### src/inc/rtc_pkg.sv
// Purpose: Shared constants and types for the real-time control input evaluator
// Assumes: One serial bit per aclk edge, MSB first within each field
// Notes: Field positions count bits after the start bit
package rtc_pkg;
    // Register byte addresses
    localparam logic [3:0] RTC_OFS_CTRL = 4'h0;
    localparam logic [3:0] RTC_OFS_OWN_INC = 4'h4;
    localparam logic [3:0] RTC_OFS_STATUS = 4'h8;
    localparam logic [3:0] RTC_OFS_RX_INC = 4'hC;
    // Control register field positions
    localparam int RTC_CTRL_ENABLE = 0;
    localparam int RTC_CTRL_PHASE_FROM = 1;
    localparam int RTC_CTRL_PHASE_SEL_LO = 2;
    localparam int RTC_CTRL_PHASE_SEL_HI = 3;
    localparam int RTC_CTRL_FIELD_FROM = 4;
    localparam int RTC_CTRL_OE_FROM = 5;
    localparam int RTC_CTRL_COL_GATE = 6;
    localparam int RTC_CTRL_FIELD_SEL = 7;
    localparam logic [7:0] RTC_CTRL_RESET = 8'h00;
    localparam logic [1:0] RTC_PHASE_SEL_INPUT = 2'h0;
    // Serial frame layout, AXI response codes and receiver states
    localparam int RTC_INC_W = 22;
    localparam logic [8:0] RTC_POS_LINE_LAST = 9'h015;
    localparam logic [8:0] RTC_POS_SC_FIRST = 9'h018;
    localparam logic [8:0] RTC_POS_SC_LAST = 9'h02D;
    localparam logic [8:0] RTC_POS_SEQ = 9'h033;
    localparam logic [8:0] RTC_POS_RESET = 9'h034;
    localparam logic [8:0] RTC_POS_FIELD = 9'h035;
    localparam logic [8:0] RTC_POS_OE = 9'h036;
    localparam logic [8:0] RTC_POS_COL = 9'h037;
    localparam logic [8:0] RTC_TAIL_50 = 9'h0E5;
    localparam logic [8:0] RTC_TAIL_60 = 9'h0E2;
    localparam logic [1:0] RTC_RESP_OKAY = 2'h0;
    localparam logic [1:0] RTC_RESP_SLVERR = 2'h2;
    typedef enum logic [1:0] {RTC_IDLE, RTC_BODY, RTC_TAIL} rtc_state_t;
endpackage : rtc_pkg

### src/core/rtc_eval.sv
// Purpose: Evaluates the real-time control serial stream from a video decoder
// Assumes: Stream idles low; a high start bit opens each frame; bits sampled on aclk
// Notes: Control, own increment and received fields reached over AXI4-Lite
//
// Chosen here: the AXI4-Lite register port and the register offsets.
`timescale 1ns/100ps
module rtc_eval
    import rtc_pkg::*;
(
    input wire logic aclk,
    input wire logic aresetn,
    input wire logic realtime_control_input,
    input wire logic internal_odd_even,
    output logic [RTC_INC_W-1:0] subcarrier_increment,
    output logic subcarrier_phase_reset,
    output logic field_rate_60,
    output logic odd_even,
    output logic line_invert,
    input wire logic [3:0] s_axi_awaddr,
    input wire logic s_axi_awvalid,
    output logic s_axi_awready,
    input wire logic [31:0] s_axi_wdata,
    input wire logic [3:0] s_axi_wstrb,
    input wire logic s_axi_wvalid,
    output logic s_axi_wready,
    output logic [1:0] s_axi_bresp,
    output logic s_axi_bvalid,
    input wire logic s_axi_bready,
    input wire logic [3:0] s_axi_araddr,
    input wire logic s_axi_arvalid,
    output logic s_axi_arready,
    output logic [31:0] s_axi_rdata,
    output logic [1:0] s_axi_rresp,
    output logic s_axi_rvalid,
    input wire logic s_axi_rready
);

    typedef struct packed {
        rtc_state_t state;
        logic [8:0] cnt;
        logic [RTC_INC_W-1:0] sc_shift;
        logic [RTC_INC_W-1:0] rx_inc;
        logic rx_seq;
        logic rx_reset;
        logic rx_field;
        logic rx_oe;
        logic rx_col;
        logic rx_valid;
        logic [7:0] ctrl;
        logic [RTC_INC_W-1:0] own_inc;
        logic [RTC_INC_W-1:0] sc_out;
        logic phase_pulse;
        logic field_out;
        logic oe_out;
        logic inv_out;
        logic aw_full;
        logic [3:0] aw_addr;
        logic w_full;
        logic [31:0] w_data;
        logic [3:0] w_strb;
        logic bvalid;
        logic [1:0] bresp;
        logic rvalid;
        logic [31:0] rdata;
        logic [1:0] rresp;
        logic aw_rdy;
        logic w_rdy;
        logic ar_rdy;
    } rtc_regs_t;

    rtc_regs_t r;
    rtc_regs_t next_r;

    function automatic logic addr_mapped(input logic [3:0] a);
        addr_mapped = (a == RTC_OFS_CTRL) || (a == RTC_OFS_OWN_INC) ||
                      (a == RTC_OFS_STATUS) || (a == RTC_OFS_RX_INC);
    endfunction : addr_mapped

    function automatic logic [31:0] merge_bytes(input logic [31:0] old, input logic [31:0] d,
                                                input logic [3:0] strb);
        logic [31:0] m;
        m = old;
        for (int i = 0; i < 4; i++) begin
            if (strb[i]) begin
                m[i*8 +: 8] = d[i*8 +: 8];
            end
        end
        merge_bytes = m;
    endfunction : merge_bytes

    logic enable;
    logic use_rx_inc;
    logic field_eff;
    logic [8:0] tail_len;
    logic frame_done;
    logic [31:0] merged;

    always_comb begin
        next_r = r;
        next_r.phase_pulse = 1'b0;
        frame_done = 1'b0;
        enable = r.ctrl[RTC_CTRL_ENABLE];
        // Subcarrier source choice
        use_rx_inc = enable && r.rx_valid &&
                     (!r.ctrl[RTC_CTRL_COL_GATE] || r.rx_col);
        field_eff = (enable && r.ctrl[RTC_CTRL_FIELD_FROM]) ? r.rx_field
                                                           : r.ctrl[RTC_CTRL_FIELD_SEL];
        tail_len = field_eff ? RTC_TAIL_60 : RTC_TAIL_50;
        merged = 32'h0000_0000;

        // Serial frame receiver
        unique case (r.state)
            RTC_IDLE: begin
                next_r.cnt = 9'h000;
                if (realtime_control_input) begin
                    next_r.state = RTC_BODY;
                end
            end
            RTC_BODY: begin
                next_r.cnt = r.cnt + 9'h001;
                // Line increment and reserved bits pass unused; short sources pad high bits
                if (r.cnt >= RTC_POS_SC_FIRST && r.cnt <= RTC_POS_SC_LAST) begin
                    next_r.sc_shift = {r.sc_shift[RTC_INC_W-2:0], realtime_control_input};
                end
                if (r.cnt == RTC_POS_SEQ) begin
                    next_r.rx_seq = realtime_control_input;
                end
                if (r.cnt == RTC_POS_RESET) begin
                    next_r.rx_reset = realtime_control_input;
                end
                if (r.cnt == RTC_POS_FIELD) begin
                    next_r.rx_field = realtime_control_input;
                end
                if (r.cnt == RTC_POS_OE) begin
                    next_r.rx_oe = realtime_control_input;
                end
                if (r.cnt == RTC_POS_COL) begin
                    next_r.rx_col = realtime_control_input;
                    next_r.rx_inc = r.sc_shift;
                    next_r.rx_valid = 1'b1;
                    next_r.state = RTC_TAIL;
                    next_r.cnt = 9'h001;
                    frame_done = 1'b1;
                end
            end
            RTC_TAIL: begin
                next_r.cnt = r.cnt + 9'h001;
                if (r.cnt >= tail_len) begin
                    next_r.state = RTC_IDLE;
                    next_r.cnt = 9'h000;
                end
            end
            // Unused state code falls back to idle
            default: begin
                next_r.state = RTC_IDLE;
                next_r.cnt = 9'h000;
            end
        endcase

        // Phase reset at most once per received line, when its reset bit is set
        if (frame_done && enable && r.ctrl[RTC_CTRL_PHASE_FROM] &&
            r.ctrl[RTC_CTRL_PHASE_SEL_HI:RTC_CTRL_PHASE_SEL_LO] == RTC_PHASE_SEL_INPUT &&
            r.rx_reset) begin
            next_r.phase_pulse = 1'b1;
        end

        next_r.sc_out = use_rx_inc ? r.rx_inc : r.own_inc;
        next_r.field_out = field_eff;
        next_r.oe_out = (enable && r.ctrl[RTC_CTRL_OE_FROM]) ? r.rx_oe : internal_odd_even;
        next_r.inv_out = enable && r.rx_seq;

        // AXI4-Lite write path
        if (s_axi_awvalid && !r.aw_full && !r.bvalid) begin
            next_r.aw_full = 1'b1;
            next_r.aw_addr = s_axi_awaddr;
        end
        if (s_axi_wvalid && !r.w_full && !r.bvalid) begin
            next_r.w_full = 1'b1;
            next_r.w_data = s_axi_wdata;
            next_r.w_strb = s_axi_wstrb;
        end
        if (r.aw_full && r.w_full) begin
            next_r.aw_full = 1'b0;
            next_r.w_full = 1'b0;
            next_r.bvalid = 1'b1;
            next_r.bresp = addr_mapped(r.aw_addr) ? RTC_RESP_OKAY : RTC_RESP_SLVERR;
            if (r.aw_addr == RTC_OFS_CTRL) begin
                merged = merge_bytes({24'h000000, r.ctrl}, r.w_data, r.w_strb);
                next_r.ctrl = merged[7:0];
            end
            if (r.aw_addr == RTC_OFS_OWN_INC) begin
                merged = merge_bytes({10'h000, r.own_inc}, r.w_data, r.w_strb);
                next_r.own_inc = merged[RTC_INC_W-1:0];
            end
        end
        if (r.bvalid && s_axi_bready) begin
            next_r.bvalid = 1'b0;
        end

        // AXI4-Lite read path
        if (s_axi_arvalid && !r.rvalid) begin
            next_r.rvalid = 1'b1;
            next_r.rresp = addr_mapped(s_axi_araddr) ? RTC_RESP_OKAY : RTC_RESP_SLVERR;
            unique case (s_axi_araddr)
                RTC_OFS_CTRL: next_r.rdata = {24'h000000, r.ctrl};
                RTC_OFS_OWN_INC: next_r.rdata = {10'h000, r.own_inc};
                RTC_OFS_STATUS: next_r.rdata = {26'h0000000, r.rx_valid, r.rx_col, r.rx_oe,
                                                r.rx_field, r.rx_reset, r.rx_seq};
                RTC_OFS_RX_INC: next_r.rdata = {10'h000, r.rx_inc};
                default: next_r.rdata = 32'h0000_0000;
            endcase
        end else if (r.rvalid && s_axi_rready) begin
            next_r.rvalid = 1'b0;
        end

        // Ready flags registered so every port comes from a flip-flop
        next_r.aw_rdy = !next_r.aw_full && !next_r.bvalid;
        next_r.w_rdy = !next_r.w_full && !next_r.bvalid;
        next_r.ar_rdy = !next_r.rvalid;
    end

    always_ff @(posedge aclk) begin
        if (!aresetn) begin
            r <= '0;
            r.state <= RTC_IDLE;
            r.ctrl <= RTC_CTRL_RESET;
            // Channels ready out of reset
            r.aw_rdy <= 1'b1;
            r.w_rdy <= 1'b1;
            r.ar_rdy <= 1'b1;
        end else begin
            r <= next_r;
        end
    end

    assign subcarrier_increment = r.sc_out;
    assign subcarrier_phase_reset = r.phase_pulse;
    assign field_rate_60 = r.field_out;
    assign odd_even = r.oe_out;
    assign line_invert = r.inv_out;
    assign s_axi_awready = r.aw_rdy;
    assign s_axi_wready = r.w_rdy;
    assign s_axi_bvalid = r.bvalid;
    assign s_axi_bresp = r.bresp;
    assign s_axi_arready = r.ar_rdy;
    assign s_axi_rvalid = r.rvalid;
    assign s_axi_rdata = r.rdata;
    assign s_axi_rresp = r.rresp;
endmodule : rtc_eval

### config.mk
export PLATFORM = sky130hd
export DESIGN_NAME = rtc_eval
export DESIGN_NICKNAME = d
export VERILOG_FILES = /design/src/inc/rtc_pkg.sv /design/src/core/rtc_eval.sv
export SDC_FILE = /design/constraint.sdc
export NUM_CORES = 1
export LEC_CHECK = 0
export ABC_AREA = 1
export BUFFER_PORTS_ARGS = -buffer_cell sky130_fd_sc_hd__buf_2
export CAP_MARGIN = 20
export CORE_MARGIN = 1.5
export CORE_UTILIZATION = 48
export CTS_CLUSTER_DIAMETER = 150
export CTS_CLUSTER_SIZE = 8
export DETAILED_ROUTE_END_ITERATION = 12
export PLACE_DENSITY = 0.66
export SYNTH_ARGS = -nofsm -noshare
export SYNTH_HDL_FRONTEND = slang
export SYNTH_SLANG_ARGS = --single-unit
### constraint.sdc
create_clock -name aclk -period 3.1 [get_ports aclk]
set_input_delay 0.31 -clock aclk [delete_from_list [all_inputs] [get_ports aclk]]
set_output_delay 0.31 -clock aclk [all_outputs]
set_load 0.01 [all_outputs]
Word level (Yosys, flattened, before mapping) --
Cells that the tools add are included.
Storage, ports and cells: flip-flop bits (word level) 200, input bits 53, output and inout port bits 67, word-level logic and storage cells 125
Operators by class: add/subtract/negate cells 1, magnitude comparators 3, eq/ne operators 16, mux-type cells 22, reduce and logical (&&, ||, !) cells 51
Operators with widths (count):
- 22-bit case mux with 4 select lines | 1
- 9-bit by 6-bit == test with 1-bit output (second input constant) | 5
- 37-bit 2-to-1 mux | 1
- 11-bit case mux with 3 select lines | 1
- 11-bit 2-to-1 mux | 2
- 22-bit 2-to-1 mux | 1
- 1-bit logical AND | 20
- 4-bit == test (second input constant) | 4
- 3-bit AND reduction | 5
- 2-bit AND reduction | 6
- 1-bit 2-to-1 mux | 10
- 9-bit by 1-bit adder with 9-bit output (second input constant) | 1
- 9-bit by 5-bit greater-or-equal comparator with 1-bit output (second input constant) | 1
- 9-bit by 8-bit greater-or-equal comparator with 1-bit output | 1
- 9-bit by 6-bit <= comparator with 1-bit output (second input constant) | 1
- 1-bit zero test | 9
- 4-bit by 3-bit == test with 1-bit output (second input constant) | 2
- 4-bit zero test | 2
- 1-bit logical OR | 7
- 2-bit 2-to-1 mux | 3
- 3-bit 2-to-1 mux | 2
- 2-bit != test (second input constant) | 3
- 5-bit 2-to-1 mux | 1
- 2-bit zero test | 2
- 2 further kinds | 2

Logic depth before layout (Yosys ltp) --
Gate-level depths: netlist of run 1.
word-level depth 9, depth in mapped cells 15, gate-level depth less buffers 14

Least setup slack after synthesis of run 1 --
Ideal clock, no wire load.
path kind reg-to-reg, start point register r, in the netlist enable, end point register r[190] (netlist bit), setup time 0.120 ns, arrival 1.533 ns, required time 2.980 ns, path slack 1.447 ns, cell stages (with the launch flop) 15, buffers on the path 1, period minus slack after synthesis 1.653 ns, cells stage by stage dfxtp_1 buf_2 nand3_1 nand2_1 inv_1 ha_1 nand2_1 inv_1 nand2_1 nor2_1 nand2_1 nand2_1 nand2_1 nand2_1 nor2_1
Between the ends: longest elaborated chain between the ends 6
RTL lines:
- start, declared | RTL line rtc_eval.sv:71 | rtc_regs_t r;
- start signal, assigned | RTL line rtc_eval.sv:232 | r <= next_r;
- 1-bit logical AND | RTL line rtc_eval.sv:106 | field_eff = (enable && r.ctrl[RTC_CTRL_FIELD_FROM]) ? r.rx_field
- 1-bit 2-to-1 mux | RTL line rtc_eval.sv:106
- 3-bit 2-to-1 mux | RTL line rtc_eval.sv:108 | tail_len = field_eff ? RTC_TAIL_60 : RTC_TAIL_50;
- 9-bit by 8-bit greater-or-equal comparator with 1-bit output | RTL line rtc_eval.sv:148 | if (r.cnt >= tail_len) begin
- 11-bit 2-to-1 mux | RTL line rtc_eval.sv:148
- 11-bit case mux with 3 select lines | RTL line rtc_eval.sv:112 | unique case (r.state)
Every way passes these cells. The select of a mux whose other input is x is not followed. A chain may end at the register's enable or synchronous reset.

Worst setup path after layout of run 1 --
start point register r[190] (netlist bit), end point register r[182] (netlist bit)
Between the ends: longest elaborated chain between the ends 3, elaborated cells between the ends (all ways) 4, classes of those cells order compare (2); reduce/logical (2)
RTL lines:
- 9-bit by 5-bit greater-or-equal comparator with 1-bit output or 9-bit by 6-bit <= comparator with 1-bit output (tied branches) | RTL line rtc_eval.sv:122 | if (r.cnt >= RTC_POS_SC_FIRST && r.cnt <= RTC_POS_SC_LAST) begin
- 1-bit logical AND (*) | RTL line rtc_eval.sv:122
- 2-bit AND reduction (no line) (*)
Every way passes the cells marked *; elsewhere a longest branch is shown, timed or not.

==> results of run 1 <==
==> per-layer routing <==
| metal | up-vias | share of wire [%] |
|---|---|---|
| li1 | 3196 | - |
| met1 | 2863 | 47 |
| met2 | 131 | 47 |
| met3 | 27 | 3.5 |
| met4 | 0 | 2.1 |
| met5 | - | 0 |
==> synth_stat cells, drive strengths merged <==
cell	instances	area, µm²
dfxtp	177	3540
nor2	143	577
o21ai	131	656
nand2	129	509
a21oi	112	561
buf	83	596
inv	83	312
nand3	80	405
clkbuf	25	93.8
ha	6	75.1
nor3	6	51.3
nand4	5	31.3
xor2	3	26.3
a31oi	1	6.26
clkinv	1	3.75
conb	1	3.75
o21a	1	7.51
o21bai	1	7.51
==> report_power, final <==
part	internal (mW)	leakage, nW	total, mW	switching [mW]
Sequential	2.33	1.43	2.35	0.0218
Clock	1.23	0.292	2.11	0.878
Combinational	0.0778	1.81	0.258	0.180
==> layout by cell type, fill, tap and decap left out <==
master / n
a21oi_1: 112
a31oi_1: 1
buf_2: 96
buf_4: 10
bufinv_16: 1
clkbuf_1: 1
clkbuf_16: 17
clkbuf_8: 6
clkinv_1: 1
clkinv_2: 4
clkinv_4: 1
clkinvlp_4: 1
conb_1: 12
dfxtp_1: 177
ha_1: 6
inv_1: 78
inv_2: 5
inv_6: 1
nand2_1: 123
nand2_2: 4
nand2_4: 2
nand3_1: 79
nand3_2: 1
nand4_1: 5
nor2_1: 138
nor2_2: 3
nor2_8: 2
nor3_1: 3
nor3_2: 2
nor3_4: 1
o21a_1: 1
o21ai_0: 108
o21ai_1: 23
o21bai_1: 1
xor2_1: 3
==> worst reg2reg max path, delay by kind of cell, from the launching register on <==
family	cells	cell delay (ns)
AO/OA/AOI/OAI	1	0.15
buffers and inverters	1	0.11
flip-flops	1	0.43
adder cells (fa/ha/maj)	1	0.22
AND/OR/NAND/NOR	6	1.05
==> cell type report <==
| cell class | instances | area share, % |
|---|---|---|
| Clock inverter | 8 | 0.916 |
| Sequential cell | 177 | 43.2 |
| Timing Repair Buffer | 106 | 6.78 |
| Multi-Input combinational cell | 630 | 36.1 |
| Inverter | 84 | 3.85 |
| Clock buffer | 24 | 6.25 |
| Tap cell | 188 | 2.87 |
==> state kept, by name, summed over array words and instances (netlist names) <==
register	cells
subcarrier_phase_reset	1
s_axi_rvalid	1
s_axi_wready	1
subcarrier_increment	22
field_rate_60	1
s_axi_rdata	22
odd_even	1
s_axi_bvalid	1
s_axi_awready	1
s_axi_bresp	1
enable	1
line_invert	1
r	121
s_axi_rresp	1
s_axi_arready	1
==> kinds of logic (layout without fill, tap and decap cells) <==
kind of cell / Yosys count / after routing / share of synthesized area [%]
simple gates: 363 / 363 / 21.1
compound gates: 246 / 246 / 16.6
buf+inv: 192 / 222 / 13.5
flops: 177 / 177 / 47.5
fa+ha+maj: 6 / 6 / 1.01
xor+xnor: 3 / 3 / 0.352
other cells: 1 / 12 / 0.0502
==> stage by stage <==
step	hold WS [ns]	setup WS, ns	instances
after detailed placement	0.434	1.04	1185
after floorplan	0.420	1.45	999
final	0.123	1.07	1217
after CTS	0.112	1.09	1217
after global routing	0.141	0.872	1217
after global placement	0.431	1.09	1185
==> worst paths after layout <==
kind	endpoint	startpoint	depth (start not counted)	slack, ns
max	r[182]	r[190]	9	1.07
min	odd_even	internal_odd_even	3	0.12
max reg2reg	r[182]	r[190]	9	1.07
min reg2reg	r[53]	r[53]	2	0.44
==> flow_summary.ini, run 1 <==
[status]
status = complete, no violations

[critical_path]
worst-path-max-fanout = 23
critPathTopFamily = simple AND/OR/NAND/NOR gates
max_stage_delay_ns = 0.45
cp_cell_sequence = inv_1 -> ha_1 -> nor2_1 -> nand2_1 -> nand2_1 -> nand2_2 -> nand2_2 -> nand2_1 -> a21oi_1
crit_slowest_cell = nand2_2
arrival_ns = 2.39
setup.worst_path.class = reg -> reg
path_common_cell = nand2_1
start_kind = register
end_kind = register
cp_num_buf_inv = 1
required_ns = 3.45

[clocking]
clockRootBuffer = clkbuf_16
clk_pin_slew_ns = 0.06
tritoncts = done
cts_sinks = 177
clockBufferDepth = 2
ctsResizeCount = 0
post_cts_buffers = 0
cts_hold_buffers = 0
insertion_delay_ns = 0.44
cts_buffers = 17
cts_htree_levels = 4

[sta]
setup_tns_ns = 0
relSlewSlack_pct = 48.0
slew_viol_final = 0
tightest_slew_ns = 0.778
final.period_utilization_pct = 65.6
fin_skew_ns = 0.0125
grt_setup_unrepaired = false
hold_viol = 0
fin_crit_ns = 2.03
finalSetupViolCount = 0
fmax_ghz = 0.492

[cells_and_area]
n_fill_cell = 1498
antenna_cells = 0
fin_nets = 1075
final_util_pct = 53.9
area_growth_pct = 9.77
multiInputGateArea_um2 = 2960
seq_area_um2 = 3540
stdcell_area_um2 = 8190
drive_gt1_share_pct = 15.3

[route]
route.detailed.drc = 0
finalWirelength_mm = 16.8
via_per_inst = 5.11
drt_first_pass_iters = 5
wl_per_cell_um = 13.8
postRouteAntennaNets = 0
num_vias = 6217
drt_iter0_drc = 541

[floorplan]
initial_core_util_pct = 49.1
core_area_um2 = 15200
row_count = 45
die_area_um2 = 16300
io-pin-count = 120
die_y_um = 128
die_width_um = 128

[placed_design]
io_buffers = 96
hpwl_mm = 11.4
postPlaceCellArea_um2 = 7610
place_congestion = 0.824

[yosys]
synth_area_um2 = 7460
syn_area_per_cell_um2 = 7.56
synth_seq_cells = 177
ys_warn_count = 0
seq_area_frac_synth_pct = 47.5
synth_cell_types = 29
syn_inst = 988

[global_routing]
grt_pass1_vias = 5541
grtUsageMet3_pct = 3.71
grt_max_degree = 61
grt_pass1_wl_mm = 27.6
grt_antenna_before_repair = 0
use_met2_pct = 34.9
busiest_layer = met2
met1_usage_pct = 28.5
grt_usage_pct = 21.5
grt.overflow.total = 0

[flow_run]
maxCapViolations = 0

[pwr]
power.density_nw_per_um2 = 576
power_mw = 4.72
vdd_drop_max_v = 0.000392
leakagePower_nw = 3.53

[hold_path]
min_path_type = in -> reg
Power figures use the tool's default switching activity.
==> run 2, diff against run 1 <==
PLACE_DENSITY = 0.69   (was 0.66)
clock period = 1.7 ns   (was 3.1 ns; I/O delays follow)
==> flow_summary.ini, run 2 (synthesis gave the netlist of run 1 again) <==
[cells_and_area]
drive_gt1_share_pct = 18.6
area_growth_pct = 14.8
stdcell_area_um2 = 8570
antenna_cells = 0
top_register = r
largest_reg_flops = 121
seq_area_um2 = 3550
final_cell_mix = dfxtp_1 (172), nor2_1 (135), nand2_1 (116)
mostFrequentLayoutCell = dfxtp_1
fin_nets = 1096
multiInputGateArea_um2 = 3040
n_fill_cell = 1439

[clocking]
clk_pin_slew_ns = 0.06
tritoncts = done
clockBufferDepth = 2
cts_sinks = 177
clockRootBuffer = clkbuf_16
cts_htree_levels = 4
cts_buffers = 17
insertion_delay_ns = 0.42

[pwr]
seqPwrFrac_pct = 47.8
clock_power_share_pct = 46.5
p_int_mw = 7.01
leakagePower_nw = 3.70
power.density_nw_per_um2 = 1040
vdd_drop_max_v = 0.000694
share_comb_of_total_power_pct = 5.7
p_sw_mw = 1.94
power.share.switching_pct = 21.7

[route]
num_vias = 6401
finalWirelength_mm = 17.5
postRouteAntennaNets = 0
via_per_inst = 5.18
drt_iter0_drc = 344
route.detailed.drc = 0
drt_first_pass_iters = 5
wl_per_cell_um = 14.2

[floorplan]
die_area_um2 = 16300
die_y_um = 128
io-pin-count = 120
row_count = 45
initial_core_util_pct = 49.1
core_area_um2 = 15200
die_width_um = 128

[placed_design]
hpwl_mm = 11.7
io_buffers = 96
postPlaceCellArea_um2 = 7800
place_congestion = 0.876

[global_routing]
grt_max_degree = 109
grt_usage_pct = 22.2
grt_antenna_before_repair = 0
grt_pass1_wl_mm = 28.6
grt.overflow.total = 0
grt_pass1_vias = 5889

[critical_path]
setup.worst_path.class = reg -> reg
start_kind = register
arrival_ns = 2.00
worst-path-max-fanout = 8
end_kind = register
required_ns = 2.02

[sta]
slew_viol_final = 0
finalSetupViolCount = 0
fmax_ghz = 0.595
relSlewSlack_pct = 64.2
hold_viol = 0
whs_ns = 0.0225
fin_skew_ns = 0.00711
fin_crit_ns = 1.68
final.period_utilization_pct = 98.9
grt_setup_unrepaired = true
tightest_slew_ns = 0.536

[hold_path]
min_path_type = in -> reg

[flow_run]
maxCapViolations = 0

[status]
status = complete, no violations
run 2: cell types whose count changed in the layout (fill, tap and decap cells not counted), moves of 3 or more:
cell       before  now
buf_12          0    6
buf_4          10   23
bufinv_16       1    4
dfxtp_1       177  172
dfxtp_2         0    4
nand2_1       123  116
nand2_2         4    8
nand2_4         2    5
nor2_1        138  135
nor2_2          3    6
run 2: cell type report:
type,count,share of cell area [%]
clock buffer,21,5.61
clock inverter,9,1.81
inverter,84,3.71
multi-input combinational,630,35.4
sequential,177,41.5
tap,188,2.74
timing repair buffer,127,9.26
run 2: layer usage:
| layer | global-route usage [%] | up-vias | wire length [µm] |
|---|---|---|---|
| li1 | - | 3236 | - |
| met4 | 8.39 | 0 | 447 |
| met5 | 0 | - | 0 |
| met2 | 37.8 | 184 | 8580 |
| met1 | 27.5 | 2954 | 7660 |
| met3 | 4.80 | 27 | 808 |
run 2: stage by stage:
| step | std cells | TNS (ns) | utilization (%) | setup WS [ns] | power [mW] |
|---|---|---|---|---|---|
| 4_1_cts | 1233 | 0 | 55.8 | 0.0176 | 9.02 |
| 2_1_floorplan | 999 | 0 | - | 0.0471 | 4.71 |
| 6_report | 1236 | 0 | 56.4 | 0.0186 | 8.95 |
| 3_5_place_dp | 1201 | -0.425 | 51.3 | -0.0599 | 4.87 |
| 3_3_place_gp | 1201 | 0 | 51.3 | 0.0148 | 4.86 |
| 5_1_grt | 1236 | -0.249 | 56.4 | -0.0434 | 9.26 |
run 2: final timing paths:
| check | startpoint | endpoint | slack, ns | cells after the start |
|---|---|---|---|---|
| worst max-delay path | enable | r[191] | 0.02 | 14 |
| worst min-delay path | s_axi_wdata[4] | r[49] | 0.02 | 3 |
| worst min register to register | r[54] | r[54] | 0.44 | 2 |
| worst max register to register | enable | r[191] | 0.02 | 14 |
run 2: power groups by stage:
stage | Combinational (mW) | Clock (mW) | Sequential [mW]
3_5_place_dp | 0.495 | 0 | 4.37
6_report | 0.509 | 4.16 | 4.28
2_1_floorplan | 0.343 | 0 | 4.37
3_3_place_gp | 0.492 | 0 | 4.37
4_1_cts | 0.508 | 4.23 | 4.28
5_1_grt | 0.574 | 4.40 | 4.29
run 2: timing repair:
item,CTS,global route
endpoints found under the hold margin,2,0
setup endpoints to repair,9,42
pin swaps,2,6
hold buffers,2,0
setup buffers,0,3
gates resized for setup,9,17
run 2: critical path: stages (launching register included):
cell and delay (ns):
dfxtp_4 0.37, nand2_2 0.06, nand2_2 0.07, nand2_4 0.09, inv_4 0.05, ha_4 0.26, nand2_2 0.05, inv_1 0.05
nand2_1 0.05, nor2_1 0.14, nand2_1 0.09, nand2_2 0.07, nand2_2 0.06, nand2_4 0.12, nor2_1 0.06
==> run 3, diff against run 2 <==
PLACE_DENSITY = 0.72   (was 0.69)
==> flow_summary.ini, run 3 (synthesis gave the netlist of run 1 again) <==
[status]
status = complete, no violations

[clocking]
clockRootBuffer = clkbuf_16
insertion_delay_ns = 0.43
clk_pin_slew_ns = 0.07
cts_sinks = 177
tritoncts = done
post_cts_buffers = 0
cts_buffers = 17
cts_htree_levels = 4
clockBufferDepth = 2

[critical_path]
worstReg2RegEnd = r[196]
required_ns = 2.07
end_kind = register
max_stage_delay_ns = 0.37
r2r_cells = 12
startpoint = r[135]
arrival_ns = 2.06
worst-path-max-fanout = 8
cp_num_cells = 12
r2r_setup_slack_ns = 0.01
cp_num_buf_inv = 1
path_common_cell = nand2_2
reg2reg_from = r[135]
crit_slowest_cell = dfxtp_2
endpoint = r[196]
critPathTopFamily = simple AND/OR/NAND/NOR gates
setup.worst_path.class = reg -> reg
cp_cell_sequence = nand2_2 -> nand2_2 -> nand2_2 -> ha_1 -> nand2_1 -> nand3_1 -> a21oi_2 -> nand2_1 -> nand2_1 -> nand2_2 -> buf_12 -> nor2_1
start_kind = register

[route]
route.detailed.drc = 0
drt_first_pass_iters = 6
num_vias = 6411
via_per_inst = 5.16
wl_per_cell_um = 14.0
drt_iter0_drc = 423
postRouteAntennaNets = 0
finalWirelength_mm = 17.4

[sta]
worst_slack_ns = 0.0110
fin_crit_ns = 1.69
grt_setup_unrepaired = true
hold_viol = 0
whs_ns = 0.0184
slew_viol_final = 0
finalSetupViolCount = 0
final.period_utilization_pct = 99.4
fmax_ghz = 0.592
setup_tns_ns = 0
fin_skew_ns = 0.00532

[placed_design]
dp_cells = 1207
place_congestion = 0.859
hpwl_mm = 11.8
postPlaceCellArea_um2 = 7840
io_buffers = 96
pre_cts_ws_ns = -0.00301

[cells_and_area]
stdcell_area_um2 = 8450
top_register = r
drive_gt1_share_pct = 18.1
largest_reg_flops = 121
antenna_cells = 0
stdcell_count = 1242
area_growth_pct = 13.2
final_cell_mix = dfxtp_1 (175), nor2_1 (138), nand2_1 (119)
n_fill_cell = 1446
mostFrequentLayoutCell = dfxtp_1
final_util_pct = 55.6
fin_nets = 1100

[pwr]
power.share.switching_pct = 24.0
p_sw_mw = 2.02
seqPwrFrac_pct = 50.8
vdd_drop_max_v = 0.000703
leakagePower_nw = 3.64
power_mw = 8.43
share_comb_of_total_power_pct = 5.9
clock_power_share_pct = 43.3
power.density_nw_per_um2 = 998
p_int_mw = 6.41

[global_routing]
grt.overflow.total = 0
grt_antenna_before_repair = 0
grt_max_degree = 109
grt_pass1_vias = 5779
grt_pass1_wl_mm = 28.1
grt_usage_pct = 21.8

[floorplan]
die_width_um = 128
initial_core_util_pct = 49.1
die_area_um2 = 16300
io-pin-count = 120
die_y_um = 128
core_area_um2 = 15200
row_count = 45

[hold_path]
min_from = s_axi_wdata[11]
min_path_type = in -> reg

[flow_run]
maxCapViolations = 0
-- run 3: cell count changes in the layout (fill, tap and decap cells not counted), sizes merged --
cell,delta
nor2,+1
bufinv,-3
clkinvlp,+5
inv,+1
clkbuf,-3
buf,+3
clkinv,+2
-- run 3: final cells by class --
class                      instances  area, µm²  area share, %
inverter                          84        315           3.73
sequential                       177       3550           42.0
multi-input combinational        631       3000           35.5
tap                              188        235           2.78
timing repair buffer             130        803           9.51
clock inverter                    14        118           1.39
clock buffer                      18        429           5.08
-- run 3: how the worst min path moves through the flow --
stage | end | slack (ns) | cells past startpoint
6_report | r[56] | 0.02 | 3
2_1_floorplan | r[140] | 0.30 | 2
5_1_grt | r[62] | 0.02 | 3
3_5_place_dp | odd_even | 0.42 | 3
3_3_place_gp | s_axi_arready | 0.42 | 3
4_1_cts | r[49] | 0.01 | 3
-- run 3: repair_timing --
item | in CTS | in global routing
gates cloned | 0 | 1
resized for setup | 1 | 13
hold buffers | 2 | 0
endpoints found under the setup margin | 8 | 20
endpoints found under the hold margin | 2 | 0
pin swaps | 0 | 4
-- run 3: worst min-delay path, cell delays in order --
cell,delay (ns)
buf_2,0.07
o21ai_0,0.07
a21oi_1,0.10
-- run 3: per-layer routing --
metal | part of all wire [%] | routed length (µm) | vias to the layer above | global-route usage, %
met5 | 0 | 0 | - | 0
met4 | 1.9 | 335 | 0 | 8.33
met3 | 5.4 | 936 | 27 | 4.84
met2 | 48 | 8290 | 185 | 35.0
met1 | 45 | 7860 | 2940 | 28.7
li1 | - | - | 3259 | -
-- run 3: power groups by stage --
| stage | clock, mW | combinational [mW] | sequential [mW] |
|---|---|---|---|
| after floorplan | 0 | 0.343 | 4.37 |
| after global placement | 0 | 0.488 | 4.37 |
| final | 3.65 | 0.499 | 4.28 |
| after global routing | 3.87 | 0.567 | 4.29 |
| after detailed placement | 0 | 0.493 | 4.37 |
| after CTS | 3.71 | 0.499 | 4.28 |
